**src/sbcm_pkg.sv**
```systemverilog
// Purpose: Shared constants for the standby / colour-mode command link.
// Assumes: 50 MHz pclk, 16-bit link words, APB with 32-bit data.
// Notes:   Index codes, field positions, reset values, timing and APB map.
package sbcm_pkg;
  // ==========================================================================
  // Link register indexes
  localparam logic [6:0] IDX_CTL = 7'h00;  // display_control_one
  localparam logic [6:0] IDX_COL = 7'h06;  // column_address
  localparam logic [6:0] IDX_ROW = 7'h07;  // row_address
  localparam logic [6:0] IDX_PIX = 7'h0C;  // pixel_memory_port
  localparam logic [6:0] IDX_PWR = 7'h19;  // power_enable_control
  // ==========================================================================
  // Control register fields
  localparam int CTL_WHITE = 7;
  localparam int CTL_BLACK = 6;
  localparam int CTL_APP   = 5;
  localparam int CTL_PART  = 4;
  localparam int CTL_STANDBY_REQUEST  = 3;
  localparam int CTL_COL8  = 2;
  localparam int CTL_PMODE = 1;
  // Power enable fields
  localparam int PWR_GATE  = 2;
  localparam int PWR_PIC   = 1;
  localparam int PWR_DCDC  = 0;
  localparam int PWR_APP_LO = 3;
  // Pixel dot MSBs
  localparam int DOT1_MSB = 15;
  localparam int DOT2_MSB = 10;
  localparam int DOT3_MSB = 4;
  // Reset values
  localparam logic [6:0] RST_INDEX = 7'h00;
  localparam logic [7:0] RST_REG8  = 8'h00;
  // ==========================================================================
  // Geometry and timing
  localparam int DEF_COLS      = 132;
  localparam int DEF_ROWS      = 176;
  localparam int CLK_NS        = 20;
  localparam int DCDC_WAIT_NS  = 50_000_000;
  localparam int REG_WAIT_NS   = 20_000_000;
  localparam int GATE_WAIT_NS  = 1_000_000;
  localparam int OFF_WAIT_NS   = 0;
  localparam int DCDC_WAIT_CYC = (DCDC_WAIT_NS + CLK_NS - 1) / CLK_NS;
  localparam int REG_WAIT_CYC  = (REG_WAIT_NS + CLK_NS - 1) / CLK_NS;
  localparam int GATE_WAIT_CYC = (GATE_WAIT_NS + CLK_NS - 1) / CLK_NS;
  localparam int OFF_WAIT_CYC  = (OFF_WAIT_NS == 0) ? 1 : (OFF_WAIT_NS + CLK_NS - 1) / CLK_NS;
  localparam int FRAME_CYC     = DEF_COLS * DEF_ROWS + 2;
  // ==========================================================================
  // Host command opcodes and APB map
  localparam logic [2:0] OP_IDX   = 3'h0;
  localparam logic [2:0] OP_DATA  = 3'h1;
  localparam logic [2:0] OP_SON   = 3'h2;
  localparam logic [2:0] OP_SOFF  = 3'h3;
  localparam logic [2:0] OP_BLANK = 3'h4;
  localparam logic [2:0] OP_DONE  = 3'h5;
  localparam logic [7:0] A_CMD  = 8'h00;
  localparam logic [7:0] A_ARG  = 8'h04;
  localparam logic [7:0] A_CFG  = 8'h08;
  localparam logic [7:0] A_STAT = 8'h0C;
  localparam int CFG_SKIPG = 5;
  localparam int CFG_PMODE = 6;
  localparam int CFG_COL8  = 7;
endpackage

```
**src/sbcm_link_if.sv**
```systemverilog
// Purpose: Write-only command link between host end and device end.
// Assumes: Both ends on pclk; one word per cycle with wr high.
// Notes:   rs low selects the index pointer, high the indexed register.
`timescale 1ns/1ns
`default_nettype none
interface sbcm_link_if;
  logic        wr;
  logic        rs;
  logic [15:0] wd;
  modport host (output wr, rs, wd);
  modport dev  (input wr, rs, wd);
endinterface
`default_nettype wire

```
**src/sbcm_host.sv**
```systemverilog
// Purpose: Host end: APB-driven sequencer issuing link command words.
// Assumes: Zero-wait link; device applies each word on the edge it sees wr.
// Notes:   One command at a time; commands while busy are dropped.
//
// Overview of operation
// - Standby grounds sources, drains frame, then halts.
// - Standby ground overrides white and black bits.
// - Control register bit layout white/black/partial/standby/colour/power.
// - Wait one frame after standby before power.
// - Power register drives gate, regulator, converter enables.
// - Standby entry clears gate enable only, then waits.
// - Gate enable step may be skipped.
// - Release first clears standby with white output.
// - Then enable converter only, wait about 50 ms.
// - Then add power regulator, wait about 20 ms.
// - Then add gate regulator, wait about 1 ms.
// - Display on only after all supplies enabled.
// - Colour bit selects 8-colour versus full colour.
// - 8-colour uses dot MSBs bits 15, 10, 4.
// - 8-colour drives sources rail to rail.
// - Mode change requires rewriting the pixel memory.
// - Blank black before the rewrite.
// - After rewrite set colour bit, clear black.
// - Leaving 8-colour, blank in old mode first.
// - One 16-bit word per pixel, three dots.
//
// Our own choices: the register offsets and the APB interface to the registers.
`timescale 1ns/1ns
`default_nettype none
module sbcm_host #(
  parameter int FRAME_WAIT = sbcm_pkg::FRAME_CYC,
  parameter int OFF_WAIT   = sbcm_pkg::OFF_WAIT_CYC,
  parameter int DCDC_WAIT  = sbcm_pkg::DCDC_WAIT_CYC,
  parameter int REG_WAIT   = sbcm_pkg::REG_WAIT_CYC,
  parameter int GATE_WAIT  = sbcm_pkg::GATE_WAIT_CYC
) (
  input  wire logic        pclk,
  input  wire logic        presetn,
  input  wire logic        psel,
  input  wire logic        penable,
  input  wire logic        pwrite,
  input  wire logic [7:0]  paddr,
  input  wire logic [31:0] pwdata,
  output logic [31:0] prdata,
  output logic        pready,
  output logic        pslverr,
  sbcm_link_if.host   link
);
  // ==========================================================================
  // Types
  typedef enum logic [2:0] {S_IDLE = 3'b001, S_SEND = 3'b010, S_WAIT = 3'b100} st_t;
  typedef enum logic [1:0] {K_END = 2'h0, K_WR = 2'h1, K_SKIP = 2'h2} kind_t;
  typedef enum logic [2:0] {W_NONE, W_FRAME, W_OFF, W_DCDC, W_REG, W_GATE} wsel_t;
  typedef struct packed {
    kind_t       kind;
    logic        rs;
    logic [15:0] data;
    wsel_t       wsel;
  } step_t;
  typedef struct packed {
    st_t         st;
    logic [2:0]  op;
    logic [3:0]  step;
    logic [31:0] cnt;
    logic [15:0] arg;
    logic [7:0]  cfg;
    logic        col8;
    logic        rdy;
    logic        err;
    logic [31:0] rdata;
    logic        wr;
    logic        rs;
    logic [15:0] wd;
  } hs_t;

  hs_t q, d;

  // ==========================================================================
  // Word builders
  function automatic logic [15:0] ctl_fn(input logic white, input logic black, input logic standby_request,
                                         input logic col8, input logic [7:0] cfg);
    logic [15:0] v;
    v = 16'h0000;
    v[sbcm_pkg::CTL_WHITE] = white;
    v[sbcm_pkg::CTL_BLACK] = black;
    v[sbcm_pkg::CTL_APP]   = cfg[4];
    v[sbcm_pkg::CTL_STANDBY_REQUEST]  = standby_request;
    v[sbcm_pkg::CTL_COL8]  = col8;
    v[sbcm_pkg::CTL_PMODE] = cfg[sbcm_pkg::CFG_PMODE];
    return v;
  endfunction

  function automatic logic [15:0] pwr_fn(input logic g, input logic p, input logic c,
                                         input logic [7:0] cfg);
    logic [15:0] v;
    v = 16'h0000;
    v[sbcm_pkg::PWR_APP_LO +: 4] = cfg[3:0];
    v[sbcm_pkg::PWR_GATE] = g;
    v[sbcm_pkg::PWR_PIC]  = p;
    v[sbcm_pkg::PWR_DCDC] = c;
    return v;
  endfunction

  function automatic step_t ix(input logic [6:0] i);
    return '{kind: K_WR, rs: 1'b0, data: {9'h000, i}, wsel: W_NONE};
  endfunction

  function automatic step_t dt(input logic [15:0] v, input wsel_t w);
    return '{kind: K_WR, rs: 1'b1, data: v, wsel: w};
  endfunction

  // ==========================================================================
  // Command sequences, one step per link word
  function automatic step_t step_fn(input hs_t s);
    step_t r;
    logic  sk;
    r  = '{kind: K_END, rs: 1'b0, data: 16'h0000, wsel: W_NONE};
    sk = s.cfg[sbcm_pkg::CFG_SKIPG];
    unique case (s.op)
      sbcm_pkg::OP_IDX:  if (s.step == 4'd0) r = ix(s.arg[6:0]);
      sbcm_pkg::OP_DATA: if (s.step == 4'd0) r = dt(s.arg, W_NONE);
      sbcm_pkg::OP_SON: begin
        unique case (s.step)
          4'd0: r = ix(sbcm_pkg::IDX_CTL);
          4'd1: r = dt(ctl_fn(1'b0, 1'b0, 1'b1, s.col8, s.cfg), W_FRAME);
          4'd2: if (!sk) r = ix(sbcm_pkg::IDX_PWR);
          4'd3: if (!sk) r = dt(pwr_fn(1'b0, 1'b1, 1'b1, s.cfg), W_OFF);
          default: ;
        endcase
      end
      sbcm_pkg::OP_SOFF: begin
        unique case (s.step)
          4'd0: r = ix(sbcm_pkg::IDX_CTL);
          4'd1: r = dt(ctl_fn(1'b1, 1'b0, 1'b0, s.col8, s.cfg), W_NONE);
          4'd2: r = ix(sbcm_pkg::IDX_PWR);
          4'd3: r = dt(pwr_fn(1'b0, 1'b0, 1'b1, s.cfg), W_DCDC);
          4'd4: r = ix(sbcm_pkg::IDX_PWR);
          4'd5: r = dt(pwr_fn(1'b0, 1'b1, 1'b1, s.cfg), W_REG);
          4'd6: r = sk ? '{kind: K_SKIP, rs: 1'b0, data: 16'h0000, wsel: W_NONE}
                       : ix(sbcm_pkg::IDX_PWR);
          4'd7: r = sk ? '{kind: K_SKIP, rs: 1'b0, data: 16'h0000, wsel: W_NONE}
                       : dt(pwr_fn(1'b1, 1'b1, 1'b1, s.cfg), W_GATE);
          4'd8: r = ix(sbcm_pkg::IDX_CTL);
          4'd9: r = dt(ctl_fn(1'b0, 1'b0, 1'b0, s.col8, s.cfg), W_NONE);
          default: ;
        endcase
      end
      sbcm_pkg::OP_BLANK: begin
        unique case (s.step)
          4'd0: r = ix(sbcm_pkg::IDX_CTL);
          4'd1: r = dt(ctl_fn(1'b0, 1'b1, 1'b0, s.col8, s.cfg), W_NONE);
          4'd2: r = ix(sbcm_pkg::IDX_COL);
          4'd3: r = dt(16'h0000, W_NONE);
          4'd4: r = ix(sbcm_pkg::IDX_ROW);
          4'd5: r = dt(16'h0000, W_NONE);
          4'd6: r = ix(sbcm_pkg::IDX_PIX);
          default: ;
        endcase
      end
      sbcm_pkg::OP_DONE: begin
        unique case (s.step)
          4'd0: r = ix(sbcm_pkg::IDX_CTL);
          4'd1: r = dt(ctl_fn(1'b0, 1'b0, 1'b0, s.cfg[sbcm_pkg::CFG_COL8], s.cfg), W_NONE);
          default: ;
        endcase
      end
      default: ;
    endcase
    return r;
  endfunction

  function automatic logic [31:0] wait_fn(input wsel_t w);
    unique case (w)
      W_FRAME: return 32'(FRAME_WAIT);
      W_OFF:   return 32'(OFF_WAIT);
      W_DCDC:  return 32'(DCDC_WAIT);
      W_REG:   return 32'(REG_WAIT);
      W_GATE:  return 32'(GATE_WAIT);
      default: return 32'h0000_0001;
    endcase
  endfunction

  // ==========================================================================
  // Next state: APB slave and sequencer
  always_comb begin
    step_t s;
    logic  acc, done;
    s    = step_fn(q);
    acc  = psel && penable;
    done = acc && q.rdy;
    d    = q;
    d.wr = 1'b0;
    d.err = 1'b0;
    // One wait cycle in the access phase; answer is registered
    d.rdy = acc && !q.rdy;
    if (acc && !q.rdy) begin
      d.err   = !(paddr inside {sbcm_pkg::A_CMD, sbcm_pkg::A_ARG, sbcm_pkg::A_CFG, sbcm_pkg::A_STAT});
      d.rdata = 32'h0000_0000;
      unique case (paddr)
        sbcm_pkg::A_CMD:  d.rdata = {29'h0, q.op};
        sbcm_pkg::A_ARG:  d.rdata = {16'h0, q.arg};
        sbcm_pkg::A_CFG:  d.rdata = {24'h0, q.cfg};
        sbcm_pkg::A_STAT: d.rdata = {26'h0, q.step, q.col8, q.st != S_IDLE};
        default: ;
      endcase
    end
    if (done && pwrite) begin
      if (paddr == sbcm_pkg::A_ARG) d.arg = pwdata[15:0];
      if (paddr == sbcm_pkg::A_CFG) d.cfg = pwdata[7:0];
    end
    // Sequencer
    unique case (q.st)
      S_IDLE: begin
        if (done && pwrite && paddr == sbcm_pkg::A_CMD) begin
          d.op   = pwdata[2:0];
          d.step = 4'd0;
          d.st   = S_SEND;
        end
      end
      S_SEND: begin
        unique case (s.kind)
          K_WR: begin
            d.wr   = 1'b1;
            d.rs   = s.rs;
            d.wd   = s.data;
            d.cnt  = wait_fn(s.wsel);
            d.step = q.step + 4'd1;
            d.st   = S_WAIT;
            if (q.op == sbcm_pkg::OP_DONE && s.rs) d.col8 = q.cfg[sbcm_pkg::CFG_COL8];
          end
          K_SKIP:  d.step = q.step + 4'd1;
          default: d.st = S_IDLE;
        endcase
      end
      S_WAIT: begin
        // Hold off the next word until the settle time has run out
        if (q.cnt <= 32'h0000_0001) d.st = S_SEND;
        else d.cnt = q.cnt - 32'h0000_0001;
      end
    endcase
  end

  // ==========================================================================
  // Registers
  always_ff @(posedge pclk or negedge presetn) begin
    if (!presetn) begin
      q <= '{st: S_IDLE, op: 3'h0, step: 4'h0, cnt: 32'h0, arg: 16'h0, cfg: 8'h00, col8: 1'b0,
             rdy: 1'b0, err: 1'b0, rdata: 32'h0, wr: 1'b0, rs: 1'b0, wd: 16'h0000};
    end else begin
      q <= d;
    end
  end

  assign prdata  = q.rdata;
  assign pready  = q.rdy;
  assign pslverr = q.err;
  assign link.wr = q.wr;
  assign link.rs = q.rs;
  assign link.wd = q.wd;
endmodule
`default_nettype wire

```
**src/flat_wrapper.sv**
```systemverilog
// flat-port wrapper written by rule: the top's interface ports become plain ports
module sbcm_host_flat 
#(
  parameter int FRAME_WAIT = sbcm_pkg::FRAME_CYC,
  parameter int OFF_WAIT   = sbcm_pkg::OFF_WAIT_CYC,
  parameter int DCDC_WAIT  = sbcm_pkg::DCDC_WAIT_CYC,
  parameter int REG_WAIT   = sbcm_pkg::REG_WAIT_CYC,
  parameter int GATE_WAIT  = sbcm_pkg::GATE_WAIT_CYC
)
  (pclk, presetn, psel, penable, pwrite, paddr, pwdata, prdata, pready, pslverr, link_wr, link_rs, link_wd);
  sbcm_link_if link_i ();
  input  wire logic pclk;
  input  wire logic presetn;
  input  wire logic psel;
  input  wire logic penable;
  input  wire logic pwrite;
  input  wire logic [7:0] paddr;
  input  wire logic [31:0] pwdata;
  output logic [31:0] prdata;
  output logic pready;
  output logic pslverr;
  output wire logic [$bits(link_i.wr)-1:0] link_wr;
  output wire logic [$bits(link_i.rs)-1:0] link_rs;
  output wire logic [$bits(link_i.wd)-1:0] link_wd;
  assign link_wr = link_i.wr;
  assign link_rs = link_i.rs;
  assign link_wd = link_i.wd;
  sbcm_host #(.FRAME_WAIT(FRAME_WAIT), .OFF_WAIT(OFF_WAIT), .DCDC_WAIT(DCDC_WAIT), .REG_WAIT(REG_WAIT), .GATE_WAIT(GATE_WAIT)) u_core (.pclk(pclk), .presetn(presetn), .psel(psel), .penable(penable), .pwrite(pwrite), .paddr(paddr), .pwdata(pwdata), .prdata(prdata), .pready(pready), .pslverr(pslverr), .link(link_i));
endmodule
```
**config.mk**
```make
export PLATFORM = sky130hd
export DESIGN_NAME = sbcm_host_flat
export DESIGN_NICKNAME = d
export VERILOG_FILES = /design/src/sbcm_pkg.sv /design/src/sbcm_link_if.sv /design/src/sbcm_host.sv /design/src/flat_wrapper.sv
export SDC_FILE = /design/constraint.sdc
export NUM_CORES = 1
export LEC_CHECK = 0
export ABC_AREA = 1
export BUFFER_PORTS_ARGS = -buffer_cell sky130_fd_sc_hd__buf_2
export CAP_MARGIN = 20
export CORE_AREA = 3 3 112 114
export DETAILED_ROUTE_END_ITERATION = 8
export DIE_AREA = 0 0 115 117
export GPL_TIMING_DRIVEN = 0
export PLACE_DENSITY = 0.87
export SYNTH_ARGS = -nofsm -noshare
export SYNTH_HDL_FRONTEND = slang
export SYNTH_SLANG_ARGS = --single-unit
```
**constraint.sdc**
```tcl
create_clock -name pclk -period 3.78 [get_ports pclk]
set_clock_uncertainty 0.2 [all_clocks]
set_input_delay 0.567 -clock pclk [delete_from_list [all_inputs] [get_ports pclk]]
set_output_delay 0.567 -clock pclk [all_outputs]
set_load 0.01 [all_outputs]
```
* Word-level counts from Yosys, hierarchy flattened
Cells that the tools add are included.
Word-level totals: register bits 119, bits of input ports 45, output and inout port bits 52, logic and storage cells 100
Cells by class: multiplexer cells 25, $lt $le $gt $ge 1, $add $sub $neg 2, equal/unequal tests 33, reduce and logical (&&, ||, !) cells 26
Operators with widths (count):
- $pmux 22 s4 | 2
- $pmux 22 s8 | 1
- $pmux 22 s6 | 1
- $pmux 21 s6 | 1
- $mux 21 | 4
- $mux 32 | 2
- $pmux 16 s4 | 1
- $pmux 32 s2 | 1
- $mux 22 | 2
- $pmux 21 s2 | 1
- $mux 18 | 2
- $mux 33 | 1
- $le 32x1->1 const B | 1
- $sub 32x1->32 const B | 1
- $eq 4x3->1 const B | 4
- $eq 8x4->1 const B | 2
- $eq 3x3->1 const B | 5
- $eq 3x2->1 const B | 4
- $reduce_and 3->1 | 4
- $mux 10 | 1
- $eq 3x1->1 const B | 3
- $pmux 3 s3 | 1
- $eq 4x2->1 const B | 2
- $eq 4x4->1 const B | 2
- other kinds (21) | 38

* Logic depth before layout (Yosys ltp)
word-level depth 8, depth in mapped cells 20, depth with buffers taken out 18

* Least setup slack after synthesis
Ideal clock, no wire load.
kind register to register, start register u_core.q[110] (netlist name), end register u_core.q (netlist bit u_core.link.wd[10]), stages on the path, launching flop included 19, period minus slack after synthesis 2687 ps, path buffers 2, data required time 3485 ps, data arrival time 2392 ps, setup slack 1093 ps, path through dfrtp_1 > inv_1 > ha_1 > nand3_1 > nand2_1 > clkinv_1 > nand2_1 > o21ai_1 > nand3_1 > nor2_1 > inv_1 > ha_1 > inv_1 > nor2_1 > inv_1 > buf_2 > buf_1 > nand2_1 > o31ai_1
Between the ends: cells in the longest elaborated chain, start to end 6
Ends and longest elaborated chain:
- from (decl) | RTL line sbcm_host.sv:76 | hs_t q, d;
- from (signal assigned) | RTL line sbcm_host.sv:247 | q <= '{st: S_IDLE, op: 3'h0, step: 4'h0, cnt: 32'h0, arg: 16'h0, cfg: 8'h00, col8: 1'b0,
- $eq 4x4->1, or another cell as far along | RTL line sbcm_host.sv:132 | unique case (s.step)
- $reduce_or 2->1 (no line)
- $pmux 22 s8 / $pmux 21 s6 (equally long branches) | RTL line sbcm_host.sv:132, sbcm_host.sv:149
- $pmux 22 s6 * | RTL line sbcm_host.sv:119 | unique case (s.op)
- $eq 2x1->1 | RTL line sbcm_host.sv:221 | unique case (s.kind)
- $reduce_and 2->1 (no line)
Every way passes the cells marked *; elsewhere a longest branch is shown, timed or not. A chain may end at the register's enable or synchronous reset.

* Final worst setup path
start register u_core.q[110] (netlist name), end register u_core.q[88] (netlist name)
Between the ends: cells in the longest elaborated chain, start to end 8
Ends and longest elaborated chain:
- $eq 4x4->1, or another cell as far along | RTL line sbcm_host.sv:132
- $reduce_or 2->1 (no line)
- $pmux 22 s8 | RTL line sbcm_host.sv:132
- $pmux 22 s6 * | RTL line sbcm_host.sv:119
- $eq 3x3->1, or another cell as far along | RTL line sbcm_host.sv:173 | unique case (w)
- $pmux 22 s4 | RTL line sbcm_host.sv:173
- $mux 32 | RTL line sbcm_host.sv:221
- $pmux 32 s2 | RTL line sbcm_host.sv:212 | unique case (q.st)
Every way passes the cells marked *; elsewhere a longest branch is shown, timed or not. The select of a mux whose other input is x is not followed.

==> reports/metrics.yaml <==
run_status:
  status: "finished clean"
floorplanning:
  die_y_um: 117
  floorplan.initialDensity_pct: 55.7
  io_pins: 97
  core.rowCount: 39
  die-area_um2: 13500
  fp.coreArea_um2: 11500
  die_w_um: 115
cells_and_area:
  multi_input_area_um2: 3090
  n_fill_cell: 1091
  final_util_pct: 63.4
  regArea_um2: 2580
  final_layout_size_suffix_gt1_share_pct: 17.1
  diodes: 0
  area_growth_pct: 13.9
  nNetsFinal: 1063
timing:
  setup_viol: 0
  period_share_pct: 91.5
  holdWs_ps: 256
  maxSlewViolCount: 0
  relSlewSlack_pct: 35.9
  rsz0062_at_grt: "no"
  finalWorstPathRequiredPeriod_ps: 3460
  setup-tns-final_ps: 0
  worstMarginPinSlew_ps: 955
  hold_viol: 0
  max_freq_mhz: 289
logic_synthesis:
  synth_xor_area_share_pct: 2.32
  synthAdderAreaFrac_pct: 1.56
  synth_top_area_share_pct: 39.8
  synth_top_family_by_area: "simple AND/OR/NAND/NOR gates"
  yosysSeqAreaShare_pct: 40.2
  syn_avg_cell_area_um2: 6.98
  synth-seq-cells: 103
  ys.flop_type: "dfrtp_1"
  synth_most_common_cell: "nand2_1"
  muxShareOfSynthArea_pct: 0
  yosys-top-cells-count: "nand2_1, nor2_1, dfrtp_1"
  synth_area_leaders: "dfrtp_1, nand2_1, nor2_1"
  yosys.area_share.simple_pct: 32.9
  synth_compound_area_share_pct: 10.4
  synth_top_cell_by_area: "dfrtp_1"
  async_flop_share_pct: 100
  syn_area_um2: 6410
  ys_types: 41
  synth_edf_count: 0
  synth_warnings: 0
  postSynthCellCount: 918
power_and_ir_drop:
  ir_worst_vdd_uv: 263
  cellLeakagePower_nw: 4.28
  power_density_nw_per_um2: 289
clock_tree:
  cts.path.max_buffers: 2
  clk_latency_ps: 360
  root_buffer: "clkbuf_16"
  cts_tree: "built"
  htree_levels: 3
  clkTransAtPathRegs_ps: 70
  cts.sinks: 103
  numCtsBuffers: 9
global_route:
  grt_usage_pct: 25.8
  grt_max_degree: 69
  overflow: 0
  grt_pass1_vias: 5506
  grt_pass1_wl_um: 27100
  grt_antenna_before_repair: 0
routing:
  via_per_inst: 5.29
  drc_errors: 0
  totalWireLength_um: 16600
  ant_nets: 0
  drtIter0Drc: 656
  wl_per_cell_um: 14.3
  route.vias.total: 6128
  dr.pass1.iters: 5
setup_path:
  cp_slowest_cell: "dfrtp_1"
  crit_path_end_kind: "flip-flop"
  cp-start-kind: "flip-flop"
  critPathArrivalTime_ps: 3550
  crit_type: "flip-flop to flip-flop"
  crit_required_ps: 3880
  cp_top_family: "simple AND/OR/NAND/NOR gates"
  cp_slowest_stage_delay_ps: 410
  critPathBufInv: 6
  cp_max_fo: 10
  crit_chain: "inv_1, ha_1, nand3_1, nand2_1, clkinv_1, nand2_1, o21ai_1, nand3_1, nor2_1, inv_1, ha_1, inv_1, nor2_1, inv_1, nand2_4, clkbuf_1, nand2_1, nand2_1"
place:
  dp_hpwl_um: 12700
  place_congestion: 0.976
  io_buffers: 64
flow_run:
  cap_viol_max_count: 0
hold_path:
  hp-class: "primary input to flip-flop"
-- per-layer routing --
layer / vias to the layer above / wire [um] / part of all wire, % / track usage, %
met5: - / 0 / 0 / 0
met4: 0 / 389 / 2.3 / 9.31
met3: 33 / 1530 / 9.2 / 5.45
met2: 268 / 7270 / 44 / 38.9
met1: 2787 / 7400 / 45 / 36.9
li1: 3040 / - / - / -
-- registers in the layout (all words and copies together) (netlist names) --
name,flops
u_core.link.rs,1
u_core.link.wd,16
u_core.link.wr,1
u_core.prdata,16
u_core.pready,1
u_core.pslverr,1
u_core.q,67
-- through the flow --
step           instances  power, mW  area, um^2  setup slack [ps]
2_1_floorplan        933       1.17        6470              1090
3_3_place_gp        1140       1.21        6970               366
3_5_place_dp        1141       1.21        7000               328
4_1_cts             1158       2.12        7300               340
5_1_grt             1158       2.18        7300              11.1
6_report            1158       2.11        7300               322
-- kinds of logic after synthesis --
family,Yosys count
simple gates,511
buf+inv,157
compound gates,121
flops,103
xor+xnor,17
fa+ha+maj,8
other cells,1
-- where the power goes --
group	switching, mW	leakage, nW	internal, mW
Combinational	0.0540	2.77	0.0318
Clock	0.442	0.139	0.475
Sequential	0.00226	1.37	1.10
-- layout make-up --
type	count	area share, %
Tap cell	143	2.45
Sequential cell	103	35.3
Clock inverter	6	0.703
Clock buffer	10	3.27
Inverter	87	4.47
Buffer	70	6.51
Timing Repair Buffer	66	4.94
Multi-Input combinational cell	673	42.3
-- cells in the final DEF (no fill, tap or decap), types with 2 or more instances in the layout --
master,count
a21oi_1,23
a22oi_1,2
buf_1,2
buf_2,69
buf_4,51
buf_6,2
clkbuf_1,8
clkbuf_16,9
clkbuf_2,2
clkinv_1,3
clkinvlp_4,2
conb_1,16
dfrtp_1,102
ha_1,8
inv_1,74
inv_2,10
inv_8,2
nand2_1,314
nand2_2,4
nand3_1,46
nand3_2,2
nand4_1,15
nor2_1,108
nor2_2,5
nor3_1,7
nor3_2,2
o211ai_1,4
o21ai_0,47
o21ai_1,28
o22ai_1,2
o31ai_1,9
or2_2,4
xnor2_1,2
xor2_1,15
-- timing repair --
action                                 in CTS  in global routing
setup buffers                               0                  0
setup endpoints to repair                   0                  6
endpoints found under the hold margin      34                  0
hold buffers                                1                  0
gates resized for setup                     0                  4
-- final timing paths --
check	cells after the start	to	from	slack [ps]
max	18	u_core.q[88]	u_core.q[110]	320
min	3	u_core.q[71]	pwdata[10]	260
max reg2reg	18	u_core.q[88]	u_core.q[110]	320
min reg2reg	2	u_core.prdata[0]	u_core.prdata[0]	280
max in group asynchronous	3	u_core.q[88]	presetn	2190
min in group asynchronous	2	u_core.q[115]	presetn	510
-- worst register-to-register path, cell delays in order, from the launching register on --
cell and delay [ps]:
dfrtp_1 410, inv_1 120, ha_1 250, nand3_1 280
nand2_1 170, clkinv_1 80, nand2_1 130, o21ai_1 90
nand3_1 140, nor2_1 60, inv_1 70, ha_1 150
inv_1 60, nor2_1 250, inv_1 150, nand2_4 160
clkbuf_1 360, nand2_1 160, nand2_1 90
No activity file was read; power rests on OpenSTA's default activity.
